### src/logic/sse_pkg.sv
// Constants and state-word layout for the supply sequencing engine
// Behaviour
// - Up to 63 programmable states, each a complete self-contained definition.
// - Every state watches eight supply fault detector status inputs.
// - Any state may name any other state as its next state.
// - Each state has sequence, monitor and timeout exits with own targets.
// - Sequence delay and timeout set per state, reloaded each change, 0 to 400 ms.
// - All eight output levels come from the current state and stay fixed.
// - A state change, including the fetch, completes in under 20 us.
// - All warning sources ORed into one warning offered to the sequence and monitor exits.
// - Host jump command forces an unconditional advance via the sequence path.
// - Sequence exit taken when the selected input reaches its expected level.
// - Sequence exit may wait a programmed delay, 10 us to 400 ms.
// - Monitor exit is a wide OR of selected inputs off their expected level.
// - Monitor exit has no delay; only the fetch adds latency.
// - Timeout exit when sequence condition is not met within programmed time.
// - Fault latch over two registers, one bit per input, set on fault.
// - Host can read the fault latch to find which inputs faulted.
// - Fault latching enabled or disabled by a per-state bit.
// - After configuration load completes, wait 0.5 ms, then fetch first state.
// - Each state is one 64-bit word of 64 slots, one slot reserved.
// - Dual-function detectors in digital mode act as secondary warnings.
package sse_pkg;
	localparam int CLK_HZ          = 10_000_000;
	localparam int T_FETCH_MAX_US  = 20;
	localparam int FETCH_MAX_CYC   = T_FETCH_MAX_US * (CLK_HZ / 1_000_000);
	localparam int T_CFG_WAIT_US   = 500;
	localparam int T_MAX_MS        = 400;
	localparam int T_UNIT0_US      = 10;
	localparam int T_UNIT1_US      = 100;
	localparam int T_UNIT2_US      = 1000;
	localparam int T_UNIT3_US      = 20000;
	localparam int CYC_PER_US      = CLK_HZ / 1_000_000;
	localparam int UNIT0_CYC       = T_UNIT0_US * CYC_PER_US;
	localparam int UNIT1_CYC       = T_UNIT1_US * CYC_PER_US;
	localparam int CFG_WAIT_CYC    = T_CFG_WAIT_US * CYC_PER_US;
	localparam int UNIT2_CYC       = T_UNIT2_US * CYC_PER_US;
	localparam int UNIT3_CYC       = T_UNIT3_US * CYC_PER_US;
	localparam int MAX_CYC         = T_MAX_MS * 1000 * CYC_PER_US;
	localparam int TMR_W           = 23;
	localparam int NSLOT           = 64;
	localparam logic [5:0] SLOT_RESERVED = 6'h3F;
	localparam logic [5:0] SLOT_FIRST    = 6'h00;
	// State word fields, bit positions
	localparam int F_OUT      = 0;
	localparam int F_SEQ_SRC  = 8;
	localparam int F_SEQ_POL  = 12;
	localparam int F_SEQ_NEXT = 13;
	localparam int F_MON_MASK = 19;
	localparam int F_MON_EXP  = 27;
	localparam int F_MON_WARN = 35;
	localparam int F_MON_NEXT = 36;
	localparam int F_TO_NEXT  = 42;
	localparam int F_SEQ_DLY  = 48;
	localparam int F_TO_DLY   = 55;
	localparam int F_FAULT_EN = 62;
	localparam logic [3:0] SRC_WARN = 4'h8;
	// Register byte offsets
	localparam logic [7:0] A_STATUS   = 8'h00;
	localparam logic [7:0] A_JUMP     = 8'h04;
	localparam logic [7:0] A_FAULT_LO = 8'h08;
	localparam logic [7:0] A_FAULT_HI = 8'h0C;
	localparam logic [7:0] A_MEM_ADDR = 8'h10;
	localparam logic [7:0] A_MEM_LO   = 8'h14;
	localparam logic [7:0] A_MEM_HI   = 8'h18;
	localparam int J_GOTO  = 6;
	localparam int J_FORCE = 7;
	localparam logic [1:0] RESP_OKAY   = 2'h0;
	localparam logic [1:0] RESP_SLVERR = 2'h2;
	typedef enum logic [2:0] {SSE_WAIT_CFG, SSE_DELAY, SSE_FETCH, SSE_LOAD, SSE_RUN} sse_phase_e;
endpackage

### src/logic/sse_state_mem.sv
// State definition store, one 64-bit word per slot, registered read
`timescale 1ns/1ps
module sse_state_mem (
	input  wire logic        mclk,
	input  wire logic        wr_en,
	input  wire logic [5:0]  wr_addr,
	input  wire logic [63:0] wr_data,
	input  wire logic        rd_en,
	input  wire logic [5:0]  rd_addr,
	output logic      [63:0] rd_data
);
	import sse_pkg::*;
	logic [63:0] mem [0:NSLOT-1];

	always_ff @(posedge mclk) begin
		if (wr_en) begin
			mem[wr_addr] <= wr_data;
		end
	end

	// No reset on the read register; the engine only uses it after a fetch
	always_ff @(posedge mclk) begin
		if (rd_en) begin
			rd_data <= mem[rd_addr];
		end
	end
endmodule // sse_state_mem

### src/logic/sse_engine.sv
// Supply sequencing state engine with AXI4-Lite control
`timescale 1ns/1ps
module sse_engine #(
	parameter int P_CFG_WAIT_CYC = sse_pkg::CFG_WAIT_CYC,
	parameter int P_UNIT2_CYC    = sse_pkg::UNIT2_CYC,
	parameter int P_UNIT3_CYC    = sse_pkg::UNIT3_CYC,
	parameter int P_MAX_CYC      = sse_pkg::MAX_CYC
) (
	input  wire logic        mclk,
	input  wire logic        reset_n,
	input  wire logic        cfg_done,
	input  wire logic        supply_input_1,
	input  wire logic        supply_input_2,
	input  wire logic        supply_input_3,
	input  wire logic        high_voltage_input,
	input  wire logic        dual_function_input_1,
	input  wire logic        dual_function_input_2,
	input  wire logic        dual_function_input_3,
	input  wire logic        dual_function_input_4,
	input  wire logic        adc_warning,
	input  wire logic [3:0]  secondary_warning,
	input  wire logic [3:0]  dual_digital_mode,
	output logic      [7:0]  programmable_output,
	input  wire logic [7:0]  s_axi_awaddr,
	input  wire logic        s_axi_awvalid,
	output logic             s_axi_awready,
	input  wire logic [31:0] s_axi_wdata,
	input  wire logic [3:0]  s_axi_wstrb,
	input  wire logic        s_axi_wvalid,
	output logic             s_axi_wready,
	output logic      [1:0]  s_axi_bresp,
	output logic             s_axi_bvalid,
	input  wire logic        s_axi_bready,
	input  wire logic [7:0]  s_axi_araddr,
	input  wire logic        s_axi_arvalid,
	output logic             s_axi_arready,
	output logic      [31:0] s_axi_rdata,
	output logic      [1:0]  s_axi_rresp,
	output logic             s_axi_rvalid,
	input  wire logic        s_axi_rready
);
	import sse_pkg::*;

	sse_phase_e      phase_q;
	logic [TMR_W-1:0] wait_q;
	logic [TMR_W-1:0] elapsed_q;
	logic [TMR_W-1:0] seq_cnt_q;
	logic [63:0]     word_q;
	logic [5:0]      cur_q;
	logic [5:0]      fetch_addr_q;
	logic [63:0]     rd_data;
	logic [7:0]      fault_q;
	logic [7:0]      inputs;
	logic            warning;
	logic            seq_cond;
	logic            seq_hit;
	logic            to_hit;
	logic            mon_hit;
	logic            exit_go;
	logic [5:0]      exit_addr;
	logic [7:0]      fault_set;
	logic [7:0]      fault_clr;
	logic [TMR_W-1:0] seq_dly;
	logic [TMR_W-1:0] to_dly;
	logic            jump_goto_q;
	logic            jump_force_q;
	logic [5:0]      jump_tgt_q;
	logic            running;

	logic [7:0]      aw_addr_q;
	logic            aw_have_q;
	logic [31:0]     w_data_q;
	logic [3:0]      w_strb_q;
	logic            w_have_q;
	logic            wr_fire;
	logic [5:0]      mem_addr_q;
	logic [31:0]     mem_lo_q;
	logic            mem_we;
	logic [63:0]     mem_wdata;

	assign inputs  = {dual_function_input_4, dual_function_input_3, dual_function_input_2,
		dual_function_input_1, high_voltage_input, supply_input_3, supply_input_2, supply_input_1};
	assign warning = adc_warning | (|(secondary_warning & dual_digital_mode));
	assign running = (phase_q == SSE_RUN);

	// Timer code: 5-bit count times one of four units, capped at the range top
	function automatic logic [TMR_W-1:0] tmr_decode(input logic [6:0] code);
		logic [TMR_W-1:0] unit;
		logic [TMR_W-1:0] val;
		unit = '0;
		val  = '0;
		case (code[6:5])
			2'h0: unit = TMR_W'(UNIT0_CYC);
			2'h1: unit = TMR_W'(UNIT1_CYC);
			2'h2: unit = TMR_W'(P_UNIT2_CYC);
			default: unit = TMR_W'(P_UNIT3_CYC);
		endcase
		val = TMR_W'(unit * code[4:0]);
		if (val > TMR_W'(P_MAX_CYC)) begin
			val = TMR_W'(P_MAX_CYC);
		end
		return val;
	endfunction

	assign seq_dly = tmr_decode(word_q[F_SEQ_DLY +: 7]);
	assign to_dly  = tmr_decode(word_q[F_TO_DLY +: 7]);

	// Exit detection
	always_comb begin
		seq_cond = 1'b0;
		if (word_q[F_SEQ_SRC +: 4] == SRC_WARN) begin
			seq_cond = (warning == word_q[F_SEQ_POL]);
		end else if (!word_q[F_SEQ_SRC + 3]) begin
			seq_cond = (inputs[word_q[F_SEQ_SRC +: 3]] == word_q[F_SEQ_POL]);
		end
	end

	// A next slot of the reserved value disables that exit
	assign mon_hit = running && (word_q[F_MON_NEXT +: 6] != SLOT_RESERVED) &&
		((|(word_q[F_MON_MASK +: 8] & (inputs ^ word_q[F_MON_EXP +: 8]))) ||
		(word_q[F_MON_WARN] && warning));
	assign to_hit  = running && (word_q[F_TO_DLY +: 5] != 5'h00) && !seq_cond &&
		(word_q[F_TO_NEXT +: 6] != SLOT_RESERVED) && (elapsed_q >= to_dly);
	assign seq_hit = running && (word_q[F_SEQ_NEXT +: 6] != SLOT_RESERVED) &&
		((seq_cond && (seq_cnt_q >= seq_dly)) || jump_force_q);

	// Monitor over timeout over sequence; a host goto outranks none of them
	always_comb begin
		exit_go   = 1'b0;
		exit_addr = cur_q;
		if (mon_hit) begin
			exit_go   = 1'b1;
			exit_addr = word_q[F_MON_NEXT +: 6];
		end else if (to_hit) begin
			exit_go   = 1'b1;
			exit_addr = word_q[F_TO_NEXT +: 6];
		end else if (seq_hit) begin
			exit_go   = 1'b1;
			exit_addr = word_q[F_SEQ_NEXT +: 6];
		end else if (running && jump_goto_q && (jump_tgt_q != SLOT_RESERVED)) begin
			exit_go   = 1'b1;
			exit_addr = jump_tgt_q;
		end
	end

	// Start-up and fetch sequencing
	always_ff @(posedge mclk or negedge reset_n) begin
		if (!reset_n) begin
			phase_q      <= SSE_WAIT_CFG;
			wait_q       <= '0;
			fetch_addr_q <= SLOT_FIRST;
		end else begin
			case (phase_q)
				SSE_WAIT_CFG: begin
					wait_q <= '0;
					if (cfg_done) begin
						phase_q <= SSE_DELAY;
					end
				end
				SSE_DELAY: begin
					wait_q <= wait_q + 1'b1;
					if (wait_q >= TMR_W'(P_CFG_WAIT_CYC - 1)) begin
						phase_q      <= SSE_FETCH;
						fetch_addr_q <= SLOT_FIRST;
					end
				end
				SSE_FETCH: phase_q <= SSE_LOAD;
				SSE_LOAD:  phase_q <= SSE_RUN;
				SSE_RUN: begin
					if (exit_go) begin
						phase_q      <= SSE_FETCH;
						fetch_addr_q <= exit_addr;
					end
				end
				default: phase_q <= SSE_WAIT_CFG;
			endcase
		end
	end

	// Loaded state word, current slot, outputs
	always_ff @(posedge mclk or negedge reset_n) begin
		if (!reset_n) begin
			word_q              <= '0;
			cur_q               <= SLOT_FIRST;
			programmable_output <= 8'h00;
		end else if (phase_q == SSE_LOAD) begin
			word_q              <= rd_data;
			cur_q               <= fetch_addr_q;
			programmable_output <= rd_data[F_OUT +: 8];
		end
	end

	// Timers restart on every entry
	always_ff @(posedge mclk or negedge reset_n) begin
		if (!reset_n) begin
			elapsed_q <= '0;
			seq_cnt_q <= '0;
		end else if (!running) begin
			elapsed_q <= '0;
			seq_cnt_q <= '0;
		end else begin
			if (elapsed_q != {TMR_W{1'b1}}) begin
				elapsed_q <= elapsed_q + 1'b1;
			end
			if (!seq_cond) begin
				seq_cnt_q <= '0;
			end else if (seq_cnt_q != {TMR_W{1'b1}}) begin
				seq_cnt_q <= seq_cnt_q + 1'b1;
			end
		end
	end

	// Fault latch; a new fault wins over a clear in the same cycle
	assign fault_set = (running && word_q[F_FAULT_EN]) ?
		(word_q[F_MON_MASK +: 8] & (inputs ^ word_q[F_MON_EXP +: 8])) : 8'h00;
	always_comb begin
		fault_clr = 8'h00;
		if (wr_fire && w_strb_q[0]) begin
			if (aw_addr_q == A_FAULT_LO) begin
				fault_clr[3:0] = w_data_q[3:0];
			end else if (aw_addr_q == A_FAULT_HI) begin
				fault_clr[7:4] = w_data_q[3:0];
			end
		end
	end
	always_ff @(posedge mclk or negedge reset_n) begin
		if (!reset_n) begin
			fault_q <= 8'h00;
		end else begin
			fault_q <= (fault_q & ~fault_clr) | fault_set;
		end
	end

	// Host jump requests, consumed on the next state change
	always_ff @(posedge mclk or negedge reset_n) begin
		if (!reset_n) begin
			jump_goto_q  <= 1'b0;
			jump_force_q <= 1'b0;
			jump_tgt_q   <= SLOT_FIRST;
		end else if (wr_fire && (aw_addr_q == A_JUMP) && w_strb_q[0]) begin
			jump_goto_q  <= w_data_q[J_GOTO];
			jump_force_q <= w_data_q[J_FORCE];
			jump_tgt_q   <= w_data_q[5:0];
		end else if (running && exit_go) begin
			jump_goto_q  <= 1'b0;
			jump_force_q <= 1'b0;
		end
	end

	// AXI4-Lite write path: address and data taken in either order
	assign s_axi_awready = !aw_have_q && !s_axi_bvalid;
	assign s_axi_wready  = !w_have_q && !s_axi_bvalid;
	assign wr_fire       = aw_have_q && w_have_q && !s_axi_bvalid;
	always_ff @(posedge mclk or negedge reset_n) begin
		if (!reset_n) begin
			aw_have_q    <= 1'b0;
			w_have_q     <= 1'b0;
			aw_addr_q    <= 8'h00;
			w_data_q     <= 32'h0000_0000;
			w_strb_q     <= 4'h0;
			s_axi_bvalid <= 1'b0;
			s_axi_bresp  <= RESP_OKAY;
		end else begin
			if (s_axi_awvalid && s_axi_awready) begin
				aw_have_q <= 1'b1;
				aw_addr_q <= s_axi_awaddr;
			end
			if (s_axi_wvalid && s_axi_wready) begin
				w_have_q <= 1'b1;
				w_data_q <= s_axi_wdata;
				w_strb_q <= s_axi_wstrb;
			end
			if (wr_fire) begin
				aw_have_q    <= 1'b0;
				w_have_q     <= 1'b0;
				s_axi_bvalid <= 1'b1;
				case (aw_addr_q)
					A_JUMP, A_FAULT_LO, A_FAULT_HI, A_MEM_ADDR, A_MEM_LO, A_MEM_HI:
						s_axi_bresp <= RESP_OKAY;
					default: s_axi_bresp <= RESP_SLVERR;
				endcase
			end else if (s_axi_bvalid && s_axi_bready) begin
				s_axi_bvalid <= 1'b0;
			end
		end
	end

	// State store staging; the high word commits the whole 64-bit entry
	always_ff @(posedge mclk or negedge reset_n) begin
		if (!reset_n) begin
			mem_addr_q <= 6'h00;
			mem_lo_q   <= 32'h0000_0000;
		end else if (wr_fire && (&w_strb_q)) begin
			if (aw_addr_q == A_MEM_ADDR) begin
				mem_addr_q <= w_data_q[5:0];
			end else if (aw_addr_q == A_MEM_LO) begin
				mem_lo_q <= w_data_q;
			end
		end
	end
	assign mem_we    = wr_fire && (&w_strb_q) && (aw_addr_q == A_MEM_HI) && (mem_addr_q != SLOT_RESERVED);
	assign mem_wdata = {w_data_q, mem_lo_q};

	sse_state_mem u_mem (
		.mclk    (mclk),
		.wr_en   (mem_we),
		.wr_addr (mem_addr_q),
		.wr_data (mem_wdata),
		.rd_en   (phase_q == SSE_FETCH),
		.rd_addr (fetch_addr_q),
		.rd_data (rd_data)
	);

	// AXI4-Lite read path, one outstanding read
	assign s_axi_arready = !s_axi_rvalid;
	always_ff @(posedge mclk or negedge reset_n) begin
		if (!reset_n) begin
			s_axi_rvalid <= 1'b0;
			s_axi_rdata  <= 32'h0000_0000;
			s_axi_rresp  <= RESP_OKAY;
		end else if (s_axi_arvalid && s_axi_arready) begin
			s_axi_rvalid <= 1'b1;
			s_axi_rresp  <= RESP_OKAY;
			case (s_axi_araddr)
				A_STATUS:   s_axi_rdata <= {22'h0, warning, running, 2'h0, cur_q};
				A_JUMP:     s_axi_rdata <= {24'h0, jump_force_q, jump_goto_q, jump_tgt_q};
				A_FAULT_LO: s_axi_rdata <= {28'h0, fault_q[3:0]};
				A_FAULT_HI: s_axi_rdata <= {28'h0, fault_q[7:4]};
				A_MEM_ADDR: s_axi_rdata <= {26'h0, mem_addr_q};
				A_MEM_LO:   s_axi_rdata <= mem_lo_q;
				default: begin
					s_axi_rdata <= 32'h0000_0000;
					s_axi_rresp <= RESP_SLVERR;
				end
			endcase
		end else if (s_axi_rvalid && s_axi_rready) begin
			s_axi_rvalid <= 1'b0;
		end
	end

	// Checks
	property p_out_hold;
		@(posedge mclk) disable iff (!reset_n)
		(phase_q != SSE_LOAD) |=> $stable(programmable_output);
	endproperty
	a_out_hold: assert property (p_out_hold) else $error("outputs moved outside a load");

	property p_low_till_load;
		@(posedge mclk) disable iff (!reset_n)
		(phase_q == SSE_WAIT_CFG || phase_q == SSE_DELAY) |-> (programmable_output == 8'h00) && !exit_go;
	endproperty
	a_low_till_load: assert property (p_low_till_load) else $error("output or exit before first load");

	property p_fetch_time;
		@(posedge mclk) disable iff (!reset_n)
		(phase_q == SSE_FETCH) |=> (phase_q == SSE_LOAD) ##1 (phase_q == SSE_RUN);
	endproperty
	a_fetch_time: assert property (p_fetch_time) else $error("state fetch too slow");

	property p_mon_first;
		@(posedge mclk) disable iff (!reset_n)
		mon_hit |=> (phase_q == SSE_FETCH) && (fetch_addr_q == $past(word_q[F_MON_NEXT +: 6]));
	endproperty
	a_mon_first: assert property (p_mon_first) else $error("monitor exit not taken at once");

	property p_to_over_seq;
		@(posedge mclk) disable iff (!reset_n)
		(to_hit && !mon_hit) |=> (fetch_addr_q == $past(word_q[F_TO_NEXT +: 6]));
	endproperty
	a_to_over_seq: assert property (p_to_over_seq) else $error("timeout exit target wrong");

	property p_seq_exit;
		@(posedge mclk) disable iff (!reset_n)
		(seq_hit && !to_hit && !mon_hit) |=> (fetch_addr_q == $past(word_q[F_SEQ_NEXT +: 6]));
	endproperty
	a_seq_exit: assert property (p_seq_exit) else $error("sequence exit target wrong");

	property p_fault_set;
		@(posedge mclk) disable iff (!reset_n)
		(running && word_q[F_FAULT_EN] && inputs[2] != word_q[F_MON_EXP + 2] && word_q[F_MON_MASK + 2]) |=> fault_q[2];
	endproperty
	a_fault_set: assert property (p_fault_set) else $error("fault bit not latched");

	property p_cfg_wait;
		@(posedge mclk) disable iff (!reset_n)
		$rose(phase_q == SSE_DELAY) |-> (phase_q == SSE_DELAY)[*8];
	endproperty
	a_cfg_wait: assert property (p_cfg_wait) else $error("first fetch came too early");

	property p_seq_delay;
		@(posedge mclk) disable iff (!reset_n)
		(seq_hit && !jump_force_q) |-> (seq_cnt_q >= seq_dly) && (elapsed_q >= seq_dly);
	endproperty
	a_seq_delay: assert property (p_seq_delay) else $error("sequence exit before its delay");
endmodule // sse_engine

### config.mk
export PLATFORM = sky130hd
export DESIGN_NAME = sse_engine
export DESIGN_NICKNAME = d
export VERILOG_FILES = /design/src/logic/sse_pkg.sv /design/src/logic/sse_state_mem.sv /design/src/logic/sse_engine.sv
export SDC_FILE = /design/constraint.sdc
export NUM_CORES = 2
export LEC_CHECK = 0
export BUFFER_PORTS_ARGS = -buffer_cell sky130_fd_sc_hd__buf_2
export CAP_MARGIN = 20
export CORE_ASPECT_RATIO = 2
export CORE_UTILIZATION = 40
export CTS_CLUSTER_DIAMETER = 40
export DETAILED_ROUTE_END_ITERATION = 10
export HOLD_SLACK_MARGIN = 0.06
export MAX_ROUTING_LAYER = met4
export PLACE_DENSITY = 0.66
export SYNTH_ARGS = -nofsm -noshare
export SYNTH_HDL_FRONTEND = slang
export SYNTH_SLANG_ARGS = --single-unit
### constraint.sdc
create_clock -name mclk -period 24 [get_ports mclk]
set_clock_uncertainty 0.1 [all_clocks]
set_input_delay 1.2 -clock mclk [delete_from_list [all_inputs] [get_ports mclk]]
set_output_delay 1.2 -clock mclk [all_outputs]
set_load 0.01 [all_outputs]
# --- Word-level counts from Yosys, hierarchy flattened ---
# Memories as Yosys holds them, arrays and structs flattened. A register that Yosys moved wholly into a read port is not among the register bits.
# Cells that the tools add are included.
totals:
  register_bits: 293
  ramBits: 4096
  wordCells: 185
  mem_count: 1
memory_table:
  columns: ["memory", "words", "width", "rd", "rd_ports_with_merged_regs", "wr", "line_no", "source"]
  rows:
  - ["u_mem.mem", 64, 64, 1, 1, 1, "sse_state_mem.sv:13", "logic [63:0] mem [0:NSLOT-1];"]
op_classes:
  n_addsub: 3
  n_mul: 2
  magnitude_cmp: 6
  eq_ne: 34
  muxes: 50
  n_bitwise: 8
  reduce_logical: 57
ops:
  columns: ["cell", "count"]
  rows:
  - ["$pmux 32 s6", 1]
  - ["$mux 23", 7]
  - ["$pmux 18 s3", 2]
  - ["$add 23x1->23 const B", 3]
  - ["$ge 23x23->1", 2]
  - ["$gt 23x22->1 const B", 2]
  - ["$mul 18x5->23", 2]
  - ["$ne 23x23->1 const B", 2]
  - ["$pmux 23 s2", 1]
  - ["$eq 8x5->1 const B", 5]
  - ["$mux 6", 6]
  - ["$eq 8x4->1 const B", 4]
  - ["$ne 6x6->1 const B", 5]
  - ["$logic_and 1x1->1", 29]
  - ["$ge 23x13->1 const B", 1]
  - ["$mux 1", 20]
  - ["$and 8x8->8", 2]
  - ["$eq 8x3->1 const B", 2]
  - ["$mux 8", 2]
  - ["$pmux 3 s5", 1]
  - ["$reduce_bool 2->1", 7]
  - ["$mux 4", 3]
  - ["$pmux 6 s2", 1]
  - ["$reduce_or 6->1", 2]
  - ["31 further kinds", 48]

# --- Logic depth before layout (Yosys ltp) ---
logic_depth:
  ltp_word: 15
  ltp_mapped: 30

# --- Modules after synthesis ---
# Synthesis repeated with hierarchy kept, for this count alone.
unflattened:
  hier_cells: 8485
  area_unflattened_um2: 175434.5
modules_own_cells:
  columns: ["module", "n_inst", "cells_per_inst", "area_per_inst_um2", "seq_area_each_um2"]
  rows:
  - ["sse_state_mem", 1, 6598, 156989.3, 124919.8]
  - ["sse_engine", 1, 1887, 18445.2, 7081.8]

# --- Worst setup path before layout ---
# Ideal clock, no wire load.
synth_timing:
  path_type: "flip-flop to flip-flop"
  start: "register aw_addr_q[0]"
  end: "memory u_mem.mem[62][0] (enable)"
  setup_ps: 640
  t_arrival_ps: 7488
  slack_ps: 15772
  stages_incl_launch_ff: 5
  synth_period_minus_slack_ps: 8228
  cell_sequence: "dfrtp_1 -> or4_1 -> nor4_1 -> nand3_1 -> nor4_1"
synth_between:
  elab_chain_len: 5
synth_rtl:
  columns: ["item", "line_no", "source"]
  rows:
  - ["start: declaration", "sse_engine.sv:70", "logic [7:0] aw_addr_q;"]
  - ["start signal: assignment", "sse_engine.sv:266", "aw_addr_q <= s_axi_awaddr;"]
  - ["$eq 8x5->1", "sse_engine.sv:301", "assign mem_we = wr_fire && (&w_strb_q) && (aw_addr_q == A_MEM_HI) && (mem_addr_q != SLOT_RESERVED);"]
  - ["$logic_and 1x1->1 (2 in a row)", "sse_engine.sv:301", null]
  - ["$mux 1", "sse_state_mem.sv:16", "if (wr_en) begin"]
  - ["$mux 1 (implied by the code)", "sse_state_mem.sv:17", "mem[wr_addr] <= wr_data;"]
  - ["end: declaration", "sse_state_mem.sv:13", null]
# No other way between the ends.

# --- Worst setup path after layout ---
layout_timing:
  start: "register word_q[61]"
  end: "register fetch_addr_q[0]"
layout_between:
  elab_chain_len: 11
  elab_cells_between_ends: 17
  classes_between: "mul (1); order compare (2); eq/ne (3); mux (8); reduce/logical (3)"
layout_rtl:
  columns: ["item", "line_no", "source"]
  rows:
  - ["start: declaration", "sse_engine.sv:48", "logic [63:0] word_q;"]
  - ["start signal: assignment", "sse_engine.sv:187", "word_q <= rd_data;"]
  - ["$eq 2x2->1 (tied with other cells)", "sse_engine.sv:92", "case (code[6:5])"]
  - ["$pmux 18 s3 (*)", "sse_engine.sv:92", null]
  - ["$mul 18x5->23 (*)", "sse_engine.sv:98", "val = TMR_W'(unit * code[4:0]);"]
  - ["$gt 23x22->1", "sse_engine.sv:99", "if (val > TMR_W'(P_MAX_CYC)) begin"]
  - ["$mux 23 (*)", "sse_engine.sv:99", null]
  - ["$ge 23x23->1 (*)", "sse_engine.sv:123", "(word_q[F_TO_NEXT +: 6] != SLOT_RESERVED) && (elapsed_q >= to_dly);"]
  - ["$logic_and 1x1->1 (*)", "sse_engine.sv:123", null]
  - ["$mux 6 or $mux 1 (tied branches)", "sse_engine.sv:134", "end else if (to_hit) begin"]
  - ["$mux 6 or $mux 1 (tied branches)", "sse_engine.sv:131", "if (mon_hit) begin"]
  - ["$mux 6 or $ne 2x2->1 (tied branches)", null, null]
  - ["$pmux 6 s2 or $reduce_and 3->1 (tied branches)", null, null]
  - ["end signal: assignment", "sse_engine.sv:172", "fetch_addr_q <= exit_addr;"]
  - ["end: declaration", "sse_engine.sv:50", "logic [5:0] fetch_addr_q;"]
# Every way passes the cells marked *; elsewhere a longest branch is shown, timed or not. The select of a mux whose other input is x is not followed.
# A chain may end at the register's enable or synchronous reset.

==> impl_metrics.json <==
{
  "area_delta_synth_final_pct": 12.8,
  "max-cap-violations": 0,
  "ios": 126,
  "pwr-share-comb_pct": 25.6,
  "io_buffers": 123,
  "ctsResizeCount": 0,
  "cp-end-kind": "register",
  "gp_congestion": 0.868,
  "grtUsageTotal_pct": 23.2,
  "fillers": 34987,
  "antenna_found_initial": 28,
  "grt_max_degree": 150,
  "outcome": "complete, no violations",
  "r2r_setup_slack_ps": 15120,
  "synth.top_cell.area_share_pct": 71.1,
  "synth_top_cells_by_area": "edfxtp_1 (71%), mux4_2 (17%), dfrtp_1 (4.1%)",
  "cts_made_buffers": 389,
  "final_cell_area_um2": 195000,
  "r2r_cells": 26,
  "hold_buffers": 0,
  "cts_sinks": 4378,
  "slowest_stage": "o211ai_1",
  "min_period_over_period_pct": 37.0,
  "critPathBufInv": 3,
  "holdCritPathClass": "input port to async pin",
  "grt_pass1_wl_um": 683000,
  "p_leak_nw": 56.0,
  "p_int_mw": 14.7,
  "antenna_left": 0,
  "drt-initial-drc-count": 10203,
  "worst_slew_pin_slew_ps": 1340,
  "rr_startpoint": "word_q[61]$_DFFE_PN0P_",
  "via_count": 84622,
  "gr-total-overflow": 0,
  "worstPathArrival_ps": 9640,
  "async_reset_ff_share_pct": 6.46,
  "synth_most_common_cell": "edfxtp_1",
  "worstReg2RegEnd": "fetch_addr_q[0]$_DFFE_PN0P_",
  "synth_flop_cell": "edfxtp_1",
  "critPathMaxStageDelay_ps": 650,
  "hold_viol": 0,
  "syn-cell-area_um2": 173000,
  "cp-start-kind": "register",
  "post_cts_buffers": 0,
  "relSlewSlack_pct": 10.9,
  "cts_tree": "done",
  "post_dp_cell_area_um2": 182000,
  "wl_um": 494000,
  "finalSetupViolCount": 0,
  "ys_types": 80,
  "clk_latency_ps": 990,
  "synth_edf_count": 4095,
  "drv_slew": 0,
  "clock_tree.buffer_depth": 4,
  "whs_ps": 123,
  "fp.dieW_um": 467,
  "p_per_area_nw_per_um2": 109,
  "cts_root_buf": "clkbuf_16",
  "path_clk_slew_ps": 70,
  "p_clk_share_pct": 30.0,
  "synthTopCellsByCount": "edfxtp_1 (4095), mux4_2 (1325), dfrtp_1 (283)",
  "yosysWarningCount": 0,
  "drc": 0,
  "critical_path_required_ps": 24760,
  "yosysTopAreaCell": "edfxtp_1",
  "fmax_ghz": 0.113,
  "dieArea_um2": 435000,
  "seq_power_share_pct": 44.5,
  "routedWlPerCell_um": 34.9,
  "die_height_um": 932,
  "avgSynthCellArea_um2": 22.5,
  "yosysSeqAreaShare_pct": 75.2,
  "syn_inst": 7696,
  "nets": 8418,
  "vias_per_cell": 5.98,
  "p_sw_share_pct": 30.7,
  "ys_ff_latch": 4378,
  "core_um2": 430000,
  "firstDrtPassIters": 6,
  "criticalPathCategory": "register to register",
  "vdd_drop_max_mv": 0.131,
  "p_sw_mw": 6.52,
  "rows": 341,
  "initial_core_util_pct": 40.2,
  "period_needed_ps": 8880,
  "crit_fanout": 16,
  "rsz0062_at_grt": "false",
  "drive_gt1_share_pct": 30.7,
  "critPathTopFamily": "compound AO/OA/AOI/OAI gates",
  "detailed_place_hpwl_um": 281000,
  "grt_pass1_vias": 87007,
  "fin_tns_setup_ps": 0,
  "htree_levels": 5
}
[per-stage QoR]
step                      power [mW]  setup slack (ps)  utilization, %  instances
after CTS                       21.3             15270            45.2      14112
final                           21.2             15120            45.3      14156
after global routing            22.1             14700            45.3      14151
after global placement          15.0             15400            42.2      13399
after detailed placement        15.0             15350            42.2      13403
after floorplan                 13.3             15770               -       7761
[worst max-delay path by stage]
stage / from / endpoint / slack [ps] / cells past startpoint
finish: word_q[61]$_DFFE_PN0P_ / fetch_addr_q[0]$_DFFE_PN0P_ / 15120 / 26
CTS: word_q[61]$_DFFE_PN0P_ / fetch_addr_q[0]$_DFFE_PN0P_ / 15270 / 26
floorplan: aw_addr_q[0]$_DFFE_PN0P_ / u_mem.mem[62][0]$_DFFE_PP_ / 15770 / 4
global route: word_q[61]$_DFFE_PN0P_ / fetch_addr_q[0]$_DFFE_PN0P_ / 14700 / 26
global placement: word_q[61]$_DFFE_PN0P_ / fetch_addr_q[3]$_DFFE_PN0P_ / 15400 / 26
detailed placement: word_q[61]$_DFFE_PN0P_ / fetch_addr_q[3]$_DFFE_PN0P_ / 15350 / 26
[registers in the layout, summed over array words and instances, names as in the netlist, 3 cells and up]
signal               flops
u_mem.mem             4032
u_mem.rd_data           63
word_q                  56
mem_lo_q                32
s_axi_rdata             32
w_data_q                32
elapsed_q               23
seq_cnt_q               23
wait_q                  23
aw_addr_q                8
fault_q                  8
programmable_output      7
cur_q                    6
fetch_addr_q             6
jump_tgt_q               6
mem_addr_q               6
w_strb_q                 4
phase_q                  3
[power groups by stage]
stage               combinational [mW]  sequential [mW]  clock (mW)
CTS                               5.26             9.63        6.44
detailed placement                5.24             9.80           0
finish                            5.43             9.45        6.37
global placement                  5.20             9.76           0
global route                      5.91             9.47        6.70
floorplan                         3.75             9.52           0
[worst register-to-register path: cells and delay by family (launching register included)]
family                     cells  cell delay (ps)
AOI/OAI and AO/OA             11             3160
adders and majority gates      6             2440
buffers and inverters          3              310
DFF                            1              630
and+or+nand+nor                6             2140
[layout by cell type (no fill, tap or decap), types with 19 or more instances in the layout]
master and instances:
edfxtp_1 4095, mux4_2 1325, clkbuf_16 394, nand2_1 229
dfrtp_1 226, buf_4 224, mux2_2 158, ha_1 135
inv_1 129, buf_2 122, nor2_1 115, o21ai_0 96
conb_1 67, a21oi_1 64, nor2_4 63, clkbuf_1 61
clkinv_2 60, nand3_1 58, fa_1 54, clkinv_1 52
dfrtp_2 51, and2_1 50, xor2_1 46, nor3_1 39
bufinv_16 33, nor2b_1 28, diode_2 27, clkinvlp_4 27
buf_12 27, a21o_1 24, nand4_1 23, and3_1 23
xnor2_1 23, a211oi_1 20, clkinv_8 19
[layout make-up]
type                    instances  area (um2)  area share, %
clock inverters               243        2650           1.36
repair buffers                374        2850           1.46
clock buffers                 466       10200           5.25
multi-input cells            2880       41600           21.3
inverters                     129         484          0.248
well taps                    5659        7080           3.63
diodes                         27        67.6         0.0346
flip-flops and latches       4378      130000           66.7
[logic make-up (layout without fill, tap and decap cells)]
kind of cell,after synthesis,after routing,synth area share [%]
AO/OA/AOI/OAI,327,327,1.23
multiplexers,1493,1493,18.3
other,2,94,0.00434
adder cells (fa/ha/maj),189,189,1.60
XOR/XNOR,69,69,0.350
flip-flops,4378,4378,75.2
AND/OR/NAND/NOR,735,735,2.07
buffers and inverters,503,1212,1.17
[per-layer routing]
metal	global-route usage [%]	routed length, um	share of wire (%)
met1	25.4	164000	33
met2	40.7	264000	53
met3	4.18	38800	7.8
met4	11.0	27700	5.6
met5	-	0	0
(Power assumes the default switching activity.)
